**src/hdl/pptb_params.svh**
```systemverilog
// Register offsets, field positions, masks and reset values of the PWM time base block
`ifndef PPTB_PARAMS_SVH
`define PPTB_PARAMS_SVH

`define PPTB_OFS_TBC        6'h00
`define PPTB_OFS_PERIOD     6'h01
`define PPTB_OFS_SEVCMP     6'h02
`define PPTB_OFS_MDC        6'h03
`define PPTB_OFS_GENCTL     6'h04
`define PPTB_OFS_GENDUTY    6'h05
`define PPTB_OFS_GENPHASE   6'h06

`define PPTB_TBC_ON         15
`define PPTB_TBC_IDLE       13
`define PPTB_TBC_SEVPEND    12
`define PPTB_TBC_SEVIEN     11
`define PPTB_TBC_UPDNOW     10
`define PPTB_TBC_INVERT     9
`define PPTB_TBC_SYNCOUT    8
`define PPTB_TBC_EXTSYNC    7
`define PPTB_TBC_SRC_LSB    4
`define PPTB_TBC_PS_LSB     0
`define PPTB_TBC_MASK       16'hBFFF

`define PPTB_GC_FAULT_PENDING     15
`define PPTB_GC_CURRENT_LIMIT_PENDING      14
`define PPTB_GC_TRIGGER_PENDING     13
`define PPTB_GC_FAULT_IRQ_EN      12
`define PPTB_GC_CURRENT_LIMIT_IRQ_EN       11
`define PPTB_GC_TRIGGER_IRQ_EN      10
`define PPTB_GC_OWNPER      9
`define PPTB_GC_SHDUTY      8
`define PPTB_GC_DUTYNOW     0
`define PPTB_GC_MASK        16'h1FC3

`define PPTB_COARSE_MASK    16'hFFF8
`define PPTB_PHASE_MASK     16'hFFFC
`define PPTB_SRC_RESERVED   3'h7
`define PPTB_RESET_WORD     16'h0000

`endif

```
**src/hdl/pptb_pkg.sv**
```systemverilog
// Shared types of the PWM time base block
`default_nettype none
package pptb_pkg;
    typedef logic [15:0] pptb_word_t;
    typedef logic [3:0]  pptb_ps_t;
    typedef logic [2:0]  pptb_src_t;
endpackage
`default_nettype wire

```
**src/hdl/pptb_time_base.sv**
```systemverilog
// PWM primary time base, special event, master duty and generator control behind Wishbone
//
// Contract
// - Module enable bit runs the whole PWM; clear holds it disabled; here clear only holds the time base at zero.
// - Idle-halt bit stops the time base while the processor idles.
// - Special event status reads one while a special event is pending.
// - Special event enable lets the pending event raise an interrupt.
// - Immediate period bit loads active period on write; else at boundary.
// - Sync invert bit makes the sync input active low.
// - Sync output enable drives the sync output; clear keeps it low.
// - External sync bit lets the sync input restart the time base.
// - Postscale field issues one trigger per N+1 special events.
// - Period register holds bits 15..3; bits 2..0 read zero.
// - Compare register holds bits 15..3; bits 2..0 read zero.
// - Fault status set by hardware; cleared when fault enable written zero.
// - Current-limit status pending; cleared when its enable written zero.
// - Trigger status pending; cleared when its enable written zero.
// - Fault enable requests interrupts; clear disables and forces status zero.
// - Own-period bit takes generator period from its phase register.
// - Shared-duty bit selects master duty, else the generator duty.
// - Immediate duty bit loads active duty on write; else at boundary.
//
// The Wishbone slave port and the register addresses were left to the implementer.
`include "pptb_params.svh"
`timescale 1ns/1ps
`default_nettype none

module pptb_time_base
    import pptb_pkg::*;
(
    input  wire logic        core_clk,
    input  wire logic        rst_n,
    input  wire logic        wb_cyc_i,
    input  wire logic        wb_stb_i,
    input  wire logic        wb_we_i,
    input  wire logic [7:0]  wb_adr_i,
    input  wire logic [3:0]  wb_sel_i,
    input  wire logic [31:0] wb_dat_i,
    output logic      [31:0] wb_dat_o,
    output logic             wb_ack_o,
    input  wire logic        cpu_idle,
    input  wire logic [6:0]  sync_sources,
    input  wire logic        fault_event,
    input  wire logic        current_limit_event,
    input  wire logic        trigger_event,
    output logic             module_active,
    output logic             sync_output,
    output logic      [15:0] primary_counter,
    output logic             period_boundary,
    output logic             special_event_trigger,
    output logic             special_event_irq,
    output logic             fault_irq,
    output logic             current_limit_irq,
    output logic             trigger_irq,
    output logic      [15:0] gen_period,
    output logic      [15:0] gen_duty
);

    // Byte-lane merge of a write into a 16-bit register
    function automatic pptb_word_t laneMerge(input pptb_word_t old,
                                             input logic [15:0] din,
                                             input logic [1:0] sel);
        laneMerge = {sel[1] ? din[15:8] : old[15:8], sel[0] ? din[7:0] : old[7:0]};
    endfunction

    // Hardware-set, software-cleared status; enable low forces it to zero
    function automatic logic statusNext(input logic old, input logic wbit, input logic wr,
                                        input logic evt, input logic en);
        statusNext = en & (evt | (wr ? (wbit & old) : old));
    endfunction

    pptb_word_t tbcR;
    pptb_word_t periodR;
    pptb_word_t activePeriodR;
    pptb_word_t sevCmpR;
    pptb_word_t mdcR;
    pptb_word_t genCtlR;
    pptb_word_t dutyR;
    pptb_word_t activeDutyR;
    pptb_word_t phaseR;
    pptb_ps_t   pscCntR;
    logic       syncPrevR;
    logic       ackR;
    logic [31:0] rdDataR;

    // Bus decode
    wire logic        wbReq    = wb_cyc_i & wb_stb_i;
    wire logic        wbStart  = wbReq & ~ackR;
    wire logic        wrStb    = wbStart & wb_we_i;
    wire logic [5:0]  wordAdr  = wb_adr_i[7:2];
    wire logic [15:0] wrData   = wb_dat_i[15:0];
    wire logic [1:0]  wrSel    = wb_sel_i[1:0];
    wire logic        wrTbc    = wrStb & (wordAdr == `PPTB_OFS_TBC);
    wire logic        wrPeriod = wrStb & (wordAdr == `PPTB_OFS_PERIOD);
    wire logic        wrSevCmp = wrStb & (wordAdr == `PPTB_OFS_SEVCMP);
    wire logic        wrMdc    = wrStb & (wordAdr == `PPTB_OFS_MDC);
    wire logic        wrGenCtl = wrStb & (wordAdr == `PPTB_OFS_GENCTL);
    wire logic        wrDuty   = wrStb & (wordAdr == `PPTB_OFS_GENDUTY);
    wire logic        wrPhase  = wrStb & (wordAdr == `PPTB_OFS_GENPHASE);

    // Merged write values
    wire pptb_word_t tbcWr    = laneMerge(tbcR, wrData, wrSel) & `PPTB_TBC_MASK;
    wire pptb_word_t periodWr = laneMerge(periodR, wrData, wrSel) & `PPTB_COARSE_MASK;
    wire pptb_word_t sevWr    = laneMerge(sevCmpR, wrData, wrSel) & `PPTB_COARSE_MASK;
    wire pptb_word_t mdcWr    = laneMerge(mdcR, wrData, wrSel);
    wire pptb_word_t gcWr     = laneMerge(genCtlR, wrData, wrSel);
    wire pptb_word_t dutyWr   = laneMerge(dutyR, wrData, wrSel);
    wire pptb_word_t phaseWr  = laneMerge(phaseR, wrData, wrSel) & `PPTB_PHASE_MASK;

    // Control fields
    wire logic      modOn      = tbcR[`PPTB_TBC_ON];
    wire logic      idleHalt   = tbcR[`PPTB_TBC_IDLE];
    wire logic      sevPending = tbcR[`PPTB_TBC_SEVPEND];
    wire logic      sevIrqEn   = tbcR[`PPTB_TBC_SEVIEN];
    wire logic      perNow     = tbcR[`PPTB_TBC_UPDNOW];
    wire logic      syncInv    = tbcR[`PPTB_TBC_INVERT];
    wire logic      syncOutOn  = tbcR[`PPTB_TBC_SYNCOUT];
    wire logic      extSyncOn  = tbcR[`PPTB_TBC_EXTSYNC];
    wire pptb_src_t sync_source_sel    = tbcR[`PPTB_TBC_SRC_LSB +: 3];
    wire pptb_ps_t  postscale  = tbcR[`PPTB_TBC_PS_LSB +: 4];
    wire logic      dutyNow    = genCtlR[`PPTB_GC_DUTYNOW];

    // Time base
    wire logic runEn     = modOn & ~(idleHalt & cpu_idle);
    wire logic srcLevel  = (sync_source_sel == `PPTB_SRC_RESERVED) ? 1'b0
                                                           : sync_sources[sync_source_sel];
    wire logic syncLevel = srcLevel ^ syncInv;
    wire logic syncEdge  = syncLevel & ~syncPrevR;
    wire logic syncHit   = runEn & extSyncOn & syncEdge;
    wire logic atPeriod  = runEn & (primary_counter == activePeriodR);
    wire logic sevEvent  = runEn & (primary_counter == sevCmpR);
    wire logic pscDone   = sevEvent & (pscCntR == postscale);

    // Generator status next values
    wire logic fltEnNew = wrGenCtl ? gcWr[`PPTB_GC_FAULT_IRQ_EN] : genCtlR[`PPTB_GC_FAULT_IRQ_EN];
    wire logic clEnNew  = wrGenCtl ? gcWr[`PPTB_GC_CURRENT_LIMIT_IRQ_EN] : genCtlR[`PPTB_GC_CURRENT_LIMIT_IRQ_EN];
    wire logic trgEnNew = wrGenCtl ? gcWr[`PPTB_GC_TRIGGER_IRQ_EN] : genCtlR[`PPTB_GC_TRIGGER_IRQ_EN];
    wire logic fltStNxt = statusNext(genCtlR[`PPTB_GC_FAULT_PENDING], wrData[`PPTB_GC_FAULT_PENDING],
                                     wrGenCtl & wrSel[1], fault_event, fltEnNew);
    wire logic clStNxt  = statusNext(genCtlR[`PPTB_GC_CURRENT_LIMIT_PENDING], wrData[`PPTB_GC_CURRENT_LIMIT_PENDING],
                                     wrGenCtl & wrSel[1], current_limit_event, clEnNew);
    wire logic trgStNxt = statusNext(genCtlR[`PPTB_GC_TRIGGER_PENDING], wrData[`PPTB_GC_TRIGGER_PENDING],
                                     wrGenCtl & wrSel[1], trigger_event, trgEnNew);
    wire pptb_word_t gcBase = wrGenCtl ? (gcWr & `PPTB_GC_MASK) : (genCtlR & `PPTB_GC_MASK);
    wire pptb_word_t gcNxt  = gcBase | {fltStNxt, clStNxt, trgStNxt, 13'h0000};

    // Special event pending: a new event wins over a software clear
    wire logic sevPendBase = wrTbc ? tbcWr[`PPTB_TBC_SEVPEND] : sevPending;
    wire pptb_word_t tbcBase = wrTbc ? tbcWr : tbcR;
    wire logic sevPendNxt  = sevEvent | sevPendBase;

    // Read mux
    wire logic [15:0] rdWord =
        (wordAdr == `PPTB_OFS_TBC)      ? tbcR :
        (wordAdr == `PPTB_OFS_PERIOD)   ? periodR :
        (wordAdr == `PPTB_OFS_SEVCMP)   ? sevCmpR :
        (wordAdr == `PPTB_OFS_MDC)      ? mdcR :
        (wordAdr == `PPTB_OFS_GENCTL)   ? genCtlR :
        (wordAdr == `PPTB_OFS_GENDUTY)  ? dutyR :
        (wordAdr == `PPTB_OFS_GENPHASE) ? phaseR : 16'h0000;

    // Bus answer: one registered wait state, unmapped reads give zero
    always_ff @(posedge core_clk or negedge rst_n) begin
        if (!rst_n) begin
            ackR    <= 1'b0;
            rdDataR <= 32'h0000_0000;
        end else begin
            ackR    <= wbStart;
            rdDataR <= {16'h0000, rdWord};
        end
    end

    always_ff @(posedge core_clk or negedge rst_n) begin
        if (!rst_n) begin
            tbcR    <= `PPTB_RESET_WORD;
            periodR <= `PPTB_RESET_WORD;
            sevCmpR <= `PPTB_RESET_WORD;
            mdcR    <= `PPTB_RESET_WORD;
            genCtlR <= `PPTB_RESET_WORD;
            dutyR   <= `PPTB_RESET_WORD;
            phaseR  <= `PPTB_RESET_WORD;
        end else begin
            tbcR    <= {tbcBase[15:13], sevPendNxt, tbcBase[11:0]};
            genCtlR <= gcNxt;
            if (wrPeriod) periodR <= periodWr;
            if (wrSevCmp) sevCmpR <= sevWr;
            if (wrMdc) mdcR <= mdcWr;
            if (wrDuty) dutyR <= dutyWr;
            if (wrPhase) phaseR <= phaseWr;
        end
    end

    // Active period and duty shadows
    always_ff @(posedge core_clk or negedge rst_n) begin
        if (!rst_n) begin
            activePeriodR <= `PPTB_RESET_WORD;
            activeDutyR   <= `PPTB_RESET_WORD;
        end else begin
            if (wrPeriod && perNow) begin
                activePeriodR <= periodWr;
            end else if (atPeriod) begin
                activePeriodR <= periodR;
            end
            if (wrDuty && dutyNow) begin
                activeDutyR <= dutyWr;
            end else if (atPeriod) begin
                activeDutyR <= dutyR;
            end
        end
    end

    // Counter, sync and postscaler
    always_ff @(posedge core_clk or negedge rst_n) begin
        if (!rst_n) begin
            primary_counter       <= 16'h0000;
            syncPrevR             <= 1'b0;
            pscCntR               <= 4'h0;
            period_boundary       <= 1'b0;
            sync_output           <= 1'b0;
            special_event_trigger <= 1'b0;
        end else begin
            syncPrevR             <= syncLevel;
            period_boundary       <= atPeriod;
            sync_output           <= atPeriod & syncOutOn;
            special_event_trigger <= pscDone;
            if (!modOn) begin
                primary_counter <= 16'h0000;
                pscCntR         <= 4'h0;
            end else begin
                if (syncHit || atPeriod) begin
                    primary_counter <= 16'h0000;
                end else if (runEn) begin
                    primary_counter <= primary_counter + 16'h0001;
                end
                if (pscDone) begin
                    pscCntR <= 4'h0;
                end else if (sevEvent) begin
                    pscCntR <= pscCntR + 4'h1;
                end
            end
        end
    end

    // Generator period and duty selection
    always_ff @(posedge core_clk or negedge rst_n) begin
        if (!rst_n) begin
            gen_period <= 16'h0000;
            gen_duty   <= 16'h0000;
        end else begin
            gen_period <= genCtlR[`PPTB_GC_OWNPER] ? phaseR : activePeriodR;
            gen_duty   <= genCtlR[`PPTB_GC_SHDUTY] ? mdcR : activeDutyR;
        end
    end

    assign wb_ack_o          = ackR;
    assign wb_dat_o          = rdDataR;
    assign module_active     = modOn;
    assign special_event_irq = sevPending & sevIrqEn;
    assign fault_irq         = genCtlR[`PPTB_GC_FAULT_PENDING] & genCtlR[`PPTB_GC_FAULT_IRQ_EN];
    assign current_limit_irq = genCtlR[`PPTB_GC_CURRENT_LIMIT_PENDING] & genCtlR[`PPTB_GC_CURRENT_LIMIT_IRQ_EN];
    assign trigger_irq       = genCtlR[`PPTB_GC_TRIGGER_PENDING] & genCtlR[`PPTB_GC_TRIGGER_IRQ_EN];

    module_off_a: assert property (@(posedge core_clk) disable iff (!rst_n)
        !modOn |=> (primary_counter == 16'h0000))
        else $error("counter not held at zero while module disabled");

    idle_halt_a: assert property (@(posedge core_clk) disable iff (!rst_n)
        (modOn && idleHalt && cpu_idle && !wrTbc) |=> $stable(primary_counter))
        else $error("time base moved while halted in idle");

    sev_pending_a: assert property (@(posedge core_clk) disable iff (!rst_n)
        sevEvent |=> sevPending)
        else $error("special event did not set pending status");

    sev_irq_a: assert property (@(posedge core_clk) disable iff (!rst_n)
        (sevEvent && sevIrqEn && !wrTbc) |=> special_event_irq)
        else $error("enabled special event raised no interrupt");

    period_now_a: assert property (@(posedge core_clk) disable iff (!rst_n)
        (wrPeriod && perNow) |=> (activePeriodR == $past(periodWr)))
        else $error("immediate period update not applied");

    period_defer_a: assert property (@(posedge core_clk) disable iff (!rst_n)
        (!perNow && !atPeriod && !wrPeriod) |=> $stable(activePeriodR))
        else $error("deferred period changed off boundary");

    sync_restart_a: assert property (@(posedge core_clk) disable iff (!rst_n)
        syncHit |=> (primary_counter == 16'h0000))
        else $error("external sync did not restart time base");

    sync_out_a: assert property (@(posedge core_clk) disable iff (!rst_n)
        sync_output |-> ($past(atPeriod) && $past(syncOutOn)))
        else $error("sync output without enabled boundary");

    postscale_a: assert property (@(posedge core_clk) disable iff (!rst_n)
        special_event_trigger |-> $past(sevEvent) && ($past(pscCntR) == $past(postscale)))
        else $error("postscaled trigger at wrong event count");

    low_bits_a: assert property (@(posedge core_clk) disable iff (!rst_n)
        (periodR[2:0] == 3'h0) && (sevCmpR[2:0] == 3'h0))
        else $error("unimplemented low period or compare bits set");

    fault_clear_a: assert property (@(posedge core_clk) disable iff (!rst_n)
        !genCtlR[`PPTB_GC_FAULT_IRQ_EN] |-> !genCtlR[`PPTB_GC_FAULT_PENDING])
        else $error("fault status set while fault interrupt disabled");

    cl_trg_clear_a: assert property (@(posedge core_clk) disable iff (!rst_n)
        (wrGenCtl && wrSel[1] && !gcWr[`PPTB_GC_CURRENT_LIMIT_IRQ_EN] && !gcWr[`PPTB_GC_TRIGGER_IRQ_EN])
        |=> !genCtlR[`PPTB_GC_CURRENT_LIMIT_PENDING] && !genCtlR[`PPTB_GC_TRIGGER_PENDING])
        else $error("limit or trigger status survived enable clear");

    counter_wrap_a: assert property (@(posedge core_clk) disable iff (!rst_n)
        (atPeriod && modOn) |=> (primary_counter == 16'h0000) && period_boundary)
        else $error("counter did not wrap at period");

    duty_select_a: assert property (@(posedge core_clk) disable iff (!rst_n)
        genCtlR[`PPTB_GC_SHDUTY] |=> (gen_duty == $past(mdcR)))
        else $error("generator duty not taken from master duty");

    sync_invert_a: assert property (@(posedge core_clk) disable iff (!rst_n)
        (runEn && extSyncOn && syncInv && $stable(syncInv) && $fell(srcLevel))
        |=> (primary_counter == 16'h0000))
        else $error("inverted sync input did not restart time base");

    sync_off_a: assert property (@(posedge core_clk) disable iff (!rst_n)
        !syncOutOn |=> !sync_output)
        else $error("sync output pulsed while disabled");

    ext_sync_off_a: assert property (@(posedge core_clk) disable iff (!rst_n)
        (runEn && !extSyncOn && !atPeriod) |=> (primary_counter == $past(primary_counter) + 16'h0001))
        else $error("time base disturbed with external sync off");

    trg_clear_a: assert property (@(posedge core_clk) disable iff (!rst_n)
        (wrGenCtl && wrSel[1] && !gcWr[`PPTB_GC_TRIGGER_IRQ_EN]) |=> !genCtlR[`PPTB_GC_TRIGGER_PENDING])
        else $error("trigger status survived enable clear");

    fault_irq_a: assert property (@(posedge core_clk) disable iff (!rst_n)
        (fault_event && genCtlR[`PPTB_GC_FAULT_IRQ_EN] && !wrGenCtl) |=> fault_irq)
        else $error("enabled fault raised no interrupt");

    own_period_a: assert property (@(posedge core_clk) disable iff (!rst_n)
        genCtlR[`PPTB_GC_OWNPER] |=> (gen_period == $past(phaseR)))
        else $error("generator period not taken from phase register");

    duty_now_a: assert property (@(posedge core_clk) disable iff (!rst_n)
        (wrDuty && dutyNow) |=> (activeDutyR == $past(dutyWr)))
        else $error("immediate duty update not applied");

endmodule

`default_nettype wire

```
**config.mk**
```make
export PLATFORM = sky130hd
export DESIGN_NAME = pptb_time_base
export DESIGN_NICKNAME = d
export VERILOG_FILES = /design/src/hdl/pptb_pkg.sv /design/src/hdl/pptb_time_base.sv
export VERILOG_INCLUDE_DIRS = /design/src /design/src/hdl
export SDC_FILE = /design/constraint.sdc
export NUM_CORES = 1
export LEC_CHECK = 0
export BUFFER_PORTS_ARGS = -buffer_cell sky130_fd_sc_hd__buf_2
export CORE_UTILIZATION = 52
export DETAILED_ROUTE_END_ITERATION = 12
export GPL_ROUTABILITY_DRIVEN = 0
export PLACE_DENSITY = 0.77
export SYNTH_ARGS = -nofsm -noshare
export SYNTH_HDL_FRONTEND = slang
export SYNTH_SLANG_ARGS = --single-unit
export TNS_END_PERCENT = 100
```
**constraint.sdc**
```tcl
create_clock -name core_clk -period 1.95 [get_ports core_clk]
set_input_delay 0.195 -clock core_clk [delete_from_list [all_inputs] [get_ports core_clk]]
set_output_delay 0.195 -clock core_clk [all_outputs]
set_load 0.01 [all_outputs]
```
Yosys cells after proc, flatten, opt, wreduce, memory -nomap -nowiden. Cells that the tools add are included.

$add $sub $neg: 2. Order comparisons: 1. Equality and inequality tests: 12. Multiplexer cells: 37. Bitwise operators: 39. Reductions and logical operators: 14.

Operators with widths (count): 16-bit 2-to-1 mux (16); 8-bit 2-to-1 mux (5); 16-bit == test (2); 1-bit AND (30); 6-bit by 3-bit == test with 1-bit output (second input constant) (3); 16-bit by 1-bit adder with 16-bit output (second input constant) (1); 13-bit by 16-bit OR with 16-bit output (1); 2-bit AND reduction (8); 13-bit 2-to-1 mux (1); 6-bit by 2-bit == test with 1-bit output (second input constant) (2); 4-bit 2-to-1 mux (3); 5-bit 2-to-1 mux (2); 1-bit 2-to-1 mux (9); 6-bit by 1-bit == test with 1-bit output (second input constant) (1); 6-bit logical NOT (1); 3-bit by 1-bit inequality test with 1-bit output (second input constant) (2); 4-bit by 1-bit adder with 4-bit output (second input constant) (1); 4-bit == test (1); 3-bit by 4-bit < comparator with 1-bit output (second input constant) (1); 1-bit OR (4); 2-bit nonzero test (2); 1-bit binary-select mux with 3-bit select (1); 3-bit == test (second input constant) (1); 1-bit inverter (3); other kinds (3) (4).

Flip-flop bits (word level): 208. Output and inout bits: 89. Word-level logic and storage cells: 129.

Logic depth before layout (Yosys ltp).
Depth after elaboration: 9. Mapped depth: 9. Depth with buffers taken out: 7.

Worst setup path after synthesis. No wires, ideal clock.

Path type: register -> register. Start: register primary_counter[0]. End: register activeDutyR[10]. Setup time: 137 ps. Data arrival time: 1889 ps. Required time: 1813 ps. Path slack: -76 ps. Stages on the path, launching flop included: 10. Path through: dfrtp_1 -> inv_1 -> ha_1 -> and3b_1 -> nand4_1 -> or4_1 -> buf_2 -> buf_6 -> mux2i_1 -> a21oi_1.

Longest elaborated chain between the ends: 3.

Ends and longest elaborated chain: start, declared (line pptb_time_base.sv:48) `output logic [15:0] primary_counter,`; start signal, assigned (line pptb_time_base.sv:233) `primary_counter <= primary_counter + 16'h0001;`; 16-bit == test (line pptb_time_base.sv:130) `wire logic atPeriod = runEn & (primary_counter == activePeriodR);`; 1-bit AND (line pptb_time_base.sv:130); 2-bit nonzero test (no source line); end signal, assigned (line pptb_time_base.sv:197) `` activeDutyR <= `PPTB_RESET_WORD; ``; end signal, assigned (line pptb_time_base.sv:205) `activeDutyR <= dutyWr;`; end signal, assigned (line pptb_time_base.sv:207) `activeDutyR <= dutyR;`; end, declared (line pptb_time_base.sv:79) `pptb_word_t activeDutyR;`.

Every way passes these cells. A chain may end at the register's enable or synchronous reset.

Final worst setup path.
Start: register primary_counter[11]. End: register activePeriodR[7].

Longest elaborated chain between the ends: 3.

Ends and longest elaborated chain: 16-bit == test (line pptb_time_base.sv:130); 1-bit AND (line pptb_time_base.sv:130); 2-bit nonzero test (no source line); end signal, assigned (line pptb_time_base.sv:196) `` activePeriodR <= `PPTB_RESET_WORD; ``; end signal, assigned (line pptb_time_base.sv:200) `activePeriodR <= periodWr;`; end signal, assigned (line pptb_time_base.sv:202) `activePeriodR <= periodR;`; end, declared (line pptb_time_base.sv:74) `pptb_word_t activePeriodR;`.

Every way passes these cells.

==> results.py <==
metrics = {
    "worst_setup_path": {
        "startpoint_type": "register",
        "crit_chain": "xnor2_1, nand4_1, or4_4, clkbuf_16, mux2i_1, a21oi_1",
        "crit_fanout": 7,
        "worstSetupEndpointType": "register",
        "setup.worst_path.start": "primary_counter[11]$_DFFE_PN0P_",
        "crit_type": "reg -> reg",
        "r2r-start": "primary_counter[11]$_DFFE_PN0P_",
        "required_ns": 2.31,
        "critical_path_arrival_ns": 2.41,
        "critical-path-slowest-cell": "sky130_fd_sc_hd__or4_4",
        "path_delay_family": "simple AND/OR/NAND/NOR gates",
        "critPathBufInv": 1,
        "critical-path-max-stage-delay_ns": 0.66,
    },
    "synthesis": {
        "synth_sequential_area_ratio_pct": 51.9,
        "netlist_area_before_placement_um2": 9590,
        "synth_warnings": 0,
        "synth_cell_types": 59,
        "synth.top_cells.by_area": "sky130_fd_sc_hd__dfrtp_1 (52%), sky130_fd_sc_hd__mux2_2 (15%), sky130_fd_sc_hd__mux2i_1 (4.1%)",
        "synth_seq_cells": 199,
        "netlist_top_cells_count": "sky130_fd_sc_hd__dfrtp_1 (199), sky130_fd_sc_hd__mux2_2 (124), sky130_fd_sc_hd__a21oi_1 (54)",
        "post-synth-top-area-fraction_pct": 51.9,
        "synth_enable_flop_cells": 0,
        "yosysMostFrequentCell": "sky130_fd_sc_hd__dfrtp_1",
        "synth_top_cell_by_area": "sky130_fd_sc_hd__dfrtp_1",
        "gate_count_of_the_mapped_netlist": 803,
        "yosys_most_used_dff": "sky130_fd_sc_hd__dfrtp_1",
        "synth_async_sr_flop_share_pct": 100,
        "avgSynthCellArea_um2": 11.9,
    },
    "drt": {
        "vias": 7073,
        "detail_route.vias_per_cell": 5.84,
        "antenna_viol_nets_final": 0,
        "drt-pass1-iter-count": 4,
        "remaining_drc_errors": 0,
        "total_wirelength_of_the_detailed_routed_design_um": 25700,
        "detailedRoute.firstIterationViolations": 594,
        "routed_length_per_placed_instance_um": 21.2,
    },
    "timing": {
        "maxClockFrequency_mhz": 489,
        "fin_setup_tns_ns": -2.92,
        "setup_violations": 46,
        "finalWorstPathRequiredPeriod_ns": 2.04,
        "final_min_period_over_clock_period_pct": 105,
        "timing_worst_slew_pin_value_ns": 0.567,
        "post-route-worst-setup-slack_ns": -0.0933,
        "fin_worst_hold_slack_ns": 0.0457,
        "report.final.hold_viol_count": 0,
        "rsz0062_at_grt": "true",
        "timing.slew.headroom_pct": 62.2,
        "fin_worst_skew_ns": 0.0132,
        "slew_viol_final": 0,
    },
    "clock_tree": {
        "buffer_depth_of_the_longest_clock_path": 2,
        "cts_inserted_buffers": 17,
        "clock_tree.htree_level_count": 4,
        "cts.sinks": 199,
        "clkSlewWorstSetupHoldPaths_ns": 0.08,
        "cts_tree": "done",
        "clock-root-buffer": "sky130_fd_sc_hd__clkbuf_16",
        "worst_skew_late_latency_ns": 0.45,
    },
    "worst_hold_path": {
        "hold_crit_path_type": "in -> reg",
        "worstHoldStart": "wb_dat_i[1]",
    },
    "floorplanning": {
        "placeableCoreArea_um2": 18000,
        "floorplan.die_area_um2": 19000,
        "start_util_pct": 53.2,
        "die_h_um": 138,
        "fp.dieW_um": 138,
        "floorplan.rows": 49,
        "design.portCount": 149,
    },
    "place": {
        "post_dp_area_um2": 10800,
        "pre_cts_ws_ns": -0.213,
        "dp_hpwl_um": 17300,
        "placed_cells_incl_taps": 1169,
        "io_buffer_count": 110,
    },
    "layout": {
        "drive_gt1_share_pct": 38.6,
        "areaGrowthSynthToFinish_pct": 20.9,
        "final_net_count": 1033,
        "final_util_pct": 64.3,
        "stdcell_count": 1212,
        "fin_area_um2": 11600,
        "antenna_cells_inserted": 0,
    },
    "global_routing": {
        "via_count_of_the_first_global_routing_pass": 6920,
        "grt_use_total_pct": 28.1,
        "number_of_antenna_violations_at_the_first_check_in_global_routing": 0,
        "grt_start_max_net_pins": 62,
        "grt_first_pass_wirelength_um": 39100,
        "grt_remaining_overflow": 0,
    },
    "power": {
        "vdd_ir_drop_max_mv": 0.601,
        "cellLeakagePower_nw": 5.90,
        "post-layout-total-power_mw": 8.51,
        "powerDensity_nw_per_um2": 734,
    },
    "run_status": {
        "failed_checks": "setup timing",
        "status": "finished, violations left",
    },
    "run": {
        "max_cap_viol": 0,
    },
}
[area by class of cell]
cell class	instances	area [um^2]
Sequential cell	199	4980
Fill cell	1361	6430
Clock buffer	18	439
Inverter	11	41.3
Timing Repair Buffer	198	1390
Multi-Input combinational cell	543	4290
Tap cell	229	287
Clock inverter	14	170
[per-layer routing]
layer | part of all wire (%) | track usage, % | vias to the layer above
met3 | 5.8 | 4.49 | 39
met5 | 0 | 0 | -
met1 | 44 | 39.6 | 3590
li1 | - | - | 3174
met2 | 49 | 44.3 | 270
met4 | 1.9 | 8.76 | 0
[state kept, by name, indices dropped and copies added, names as in the netlist]
signal,cells
activeDutyR,16
dutyR,16
gen_duty,16
mdcR,16
primary_counter,16
wb_dat_o,16
tbcR,15
gen_period,14
phaseR,14
activePeriodR,13
periodR,13
sevCmpR,13
genCtlR,12
pscCntR,4
period_boundary,1
special_event_trigger,1
syncPrevR,1
sync_output,1
wb_ack_o,1
[where the power goes]
part / switching (mW) / internal [mW]
registers: 0.0691 / 4.20
clock network: 1.68 / 1.96
logic: 0.368 / 0.235
[cells by family (layout without fill, tap and decap cells)]
family,after synthesis,in the layout,share of synthesized area [%]
compound gates,142,142,10.0
xor+xnor,46,46,4.20
fa+ha+maj,3,3,0.391
buf+inv,78,241,4.27
flops,199,199,51.9
mux,164,164,18.9
other cells,1,18,0.0391
simple gates,170,170,10.3
[final timing paths]
| path | to | slack, ns | depth (start not counted) |
|---|---|---|---|
| max in group asynchronous | pscCntR[0]$_DFFE_PN0P_ | 0.96 | 3 |
| setup reg to reg | activePeriodR[7]$_DFFE_PN0P_ | -0.09 | 6 |
| hold reg to reg | wb_ack_o$_DFF_PN0_ | 0.46 | 1 |
| min in group asynchronous | tbcR[13]$_DFFE_PN0P_ | 0.33 | 2 |
| hold / removal | mdcR[1]$_DFFE_PN0P_ | 0.05 | 2 |
| setup / recovery | activePeriodR[7]$_DFFE_PN0P_ | -0.09 | 6 |
[worst reg2reg max path, stage by stage, from the launching register on]
cell and delay, ns:
sky130_fd_sc_hd__dfrtp_2 0.46, sky130_fd_sc_hd__xnor2_1 0.17, sky130_fd_sc_hd__nand4_1 0.14, sky130_fd_sc_hd__or4_4 0.66, sky130_fd_sc_hd__clkbuf_16 0.23, sky130_fd_sc_hd__mux2i_1 0.12, sky130_fd_sc_hd__a21oi_1 0.18
[timing repair]
| action | in CTS | in global routing |
|---|---|---|
| resized for setup | 3 | 7 |
| gates cloned | 1 | 1 |
| setup endpoints to repair | 47 | 56 |
| pin swaps | 0 | 8 |
| hold buffers | 6 | 0 |
| buffers inserted | 2 | 1 |
| hold endpoints to repair | 59 | 0 |
[layout by cell type, fill, tap and decap left out, types with 4 or more instances in the layout]
cell type,count
sky130_fd_sc_hd__nand2_2,9
sky130_fd_sc_hd__dfrtp_1,198
sky130_fd_sc_hd__xor2_1,11
sky130_fd_sc_hd__nand4_1,13
sky130_fd_sc_hd__mux2i_1,38
sky130_fd_sc_hd__a22oi_1,8
sky130_fd_sc_hd__nor4_1,4
sky130_fd_sc_hd__buf_2,109
sky130_fd_sc_hd__clkinvlp_4,4
sky130_fd_sc_hd__clkinv_4,4
sky130_fd_sc_hd__nor3_1,5
sky130_fd_sc_hd__o2bb2ai_1,6
sky130_fd_sc_hd__and2_1,7
sky130_fd_sc_hd__o221ai_1,6
sky130_fd_sc_hd__o21a_1,12
sky130_fd_sc_hd__xnor2_1,35
sky130_fd_sc_hd__a21oi_1,53
sky130_fd_sc_hd__nand3_1,11
sky130_fd_sc_hd__nand2b_1,6
sky130_fd_sc_hd__a221o_1,4
sky130_fd_sc_hd__clkbuf_16,18
sky130_fd_sc_hd__mux2_2,124
sky130_fd_sc_hd__buf_4,71
sky130_fd_sc_hd__nor2_1,37
sky130_fd_sc_hd__nor2b_1,32
sky130_fd_sc_hd__dlygate4sd3_1,6
sky130_fd_sc_hd__inv_1,10
sky130_fd_sc_hd__buf_12,9
sky130_fd_sc_hd__nand2_1,21
sky130_fd_sc_hd__conb_1,18
sky130_fd_sc_hd__a211oi_1,31
sky130_fd_sc_hd__o22ai_1,8
(Power assumes the default switching activity.)
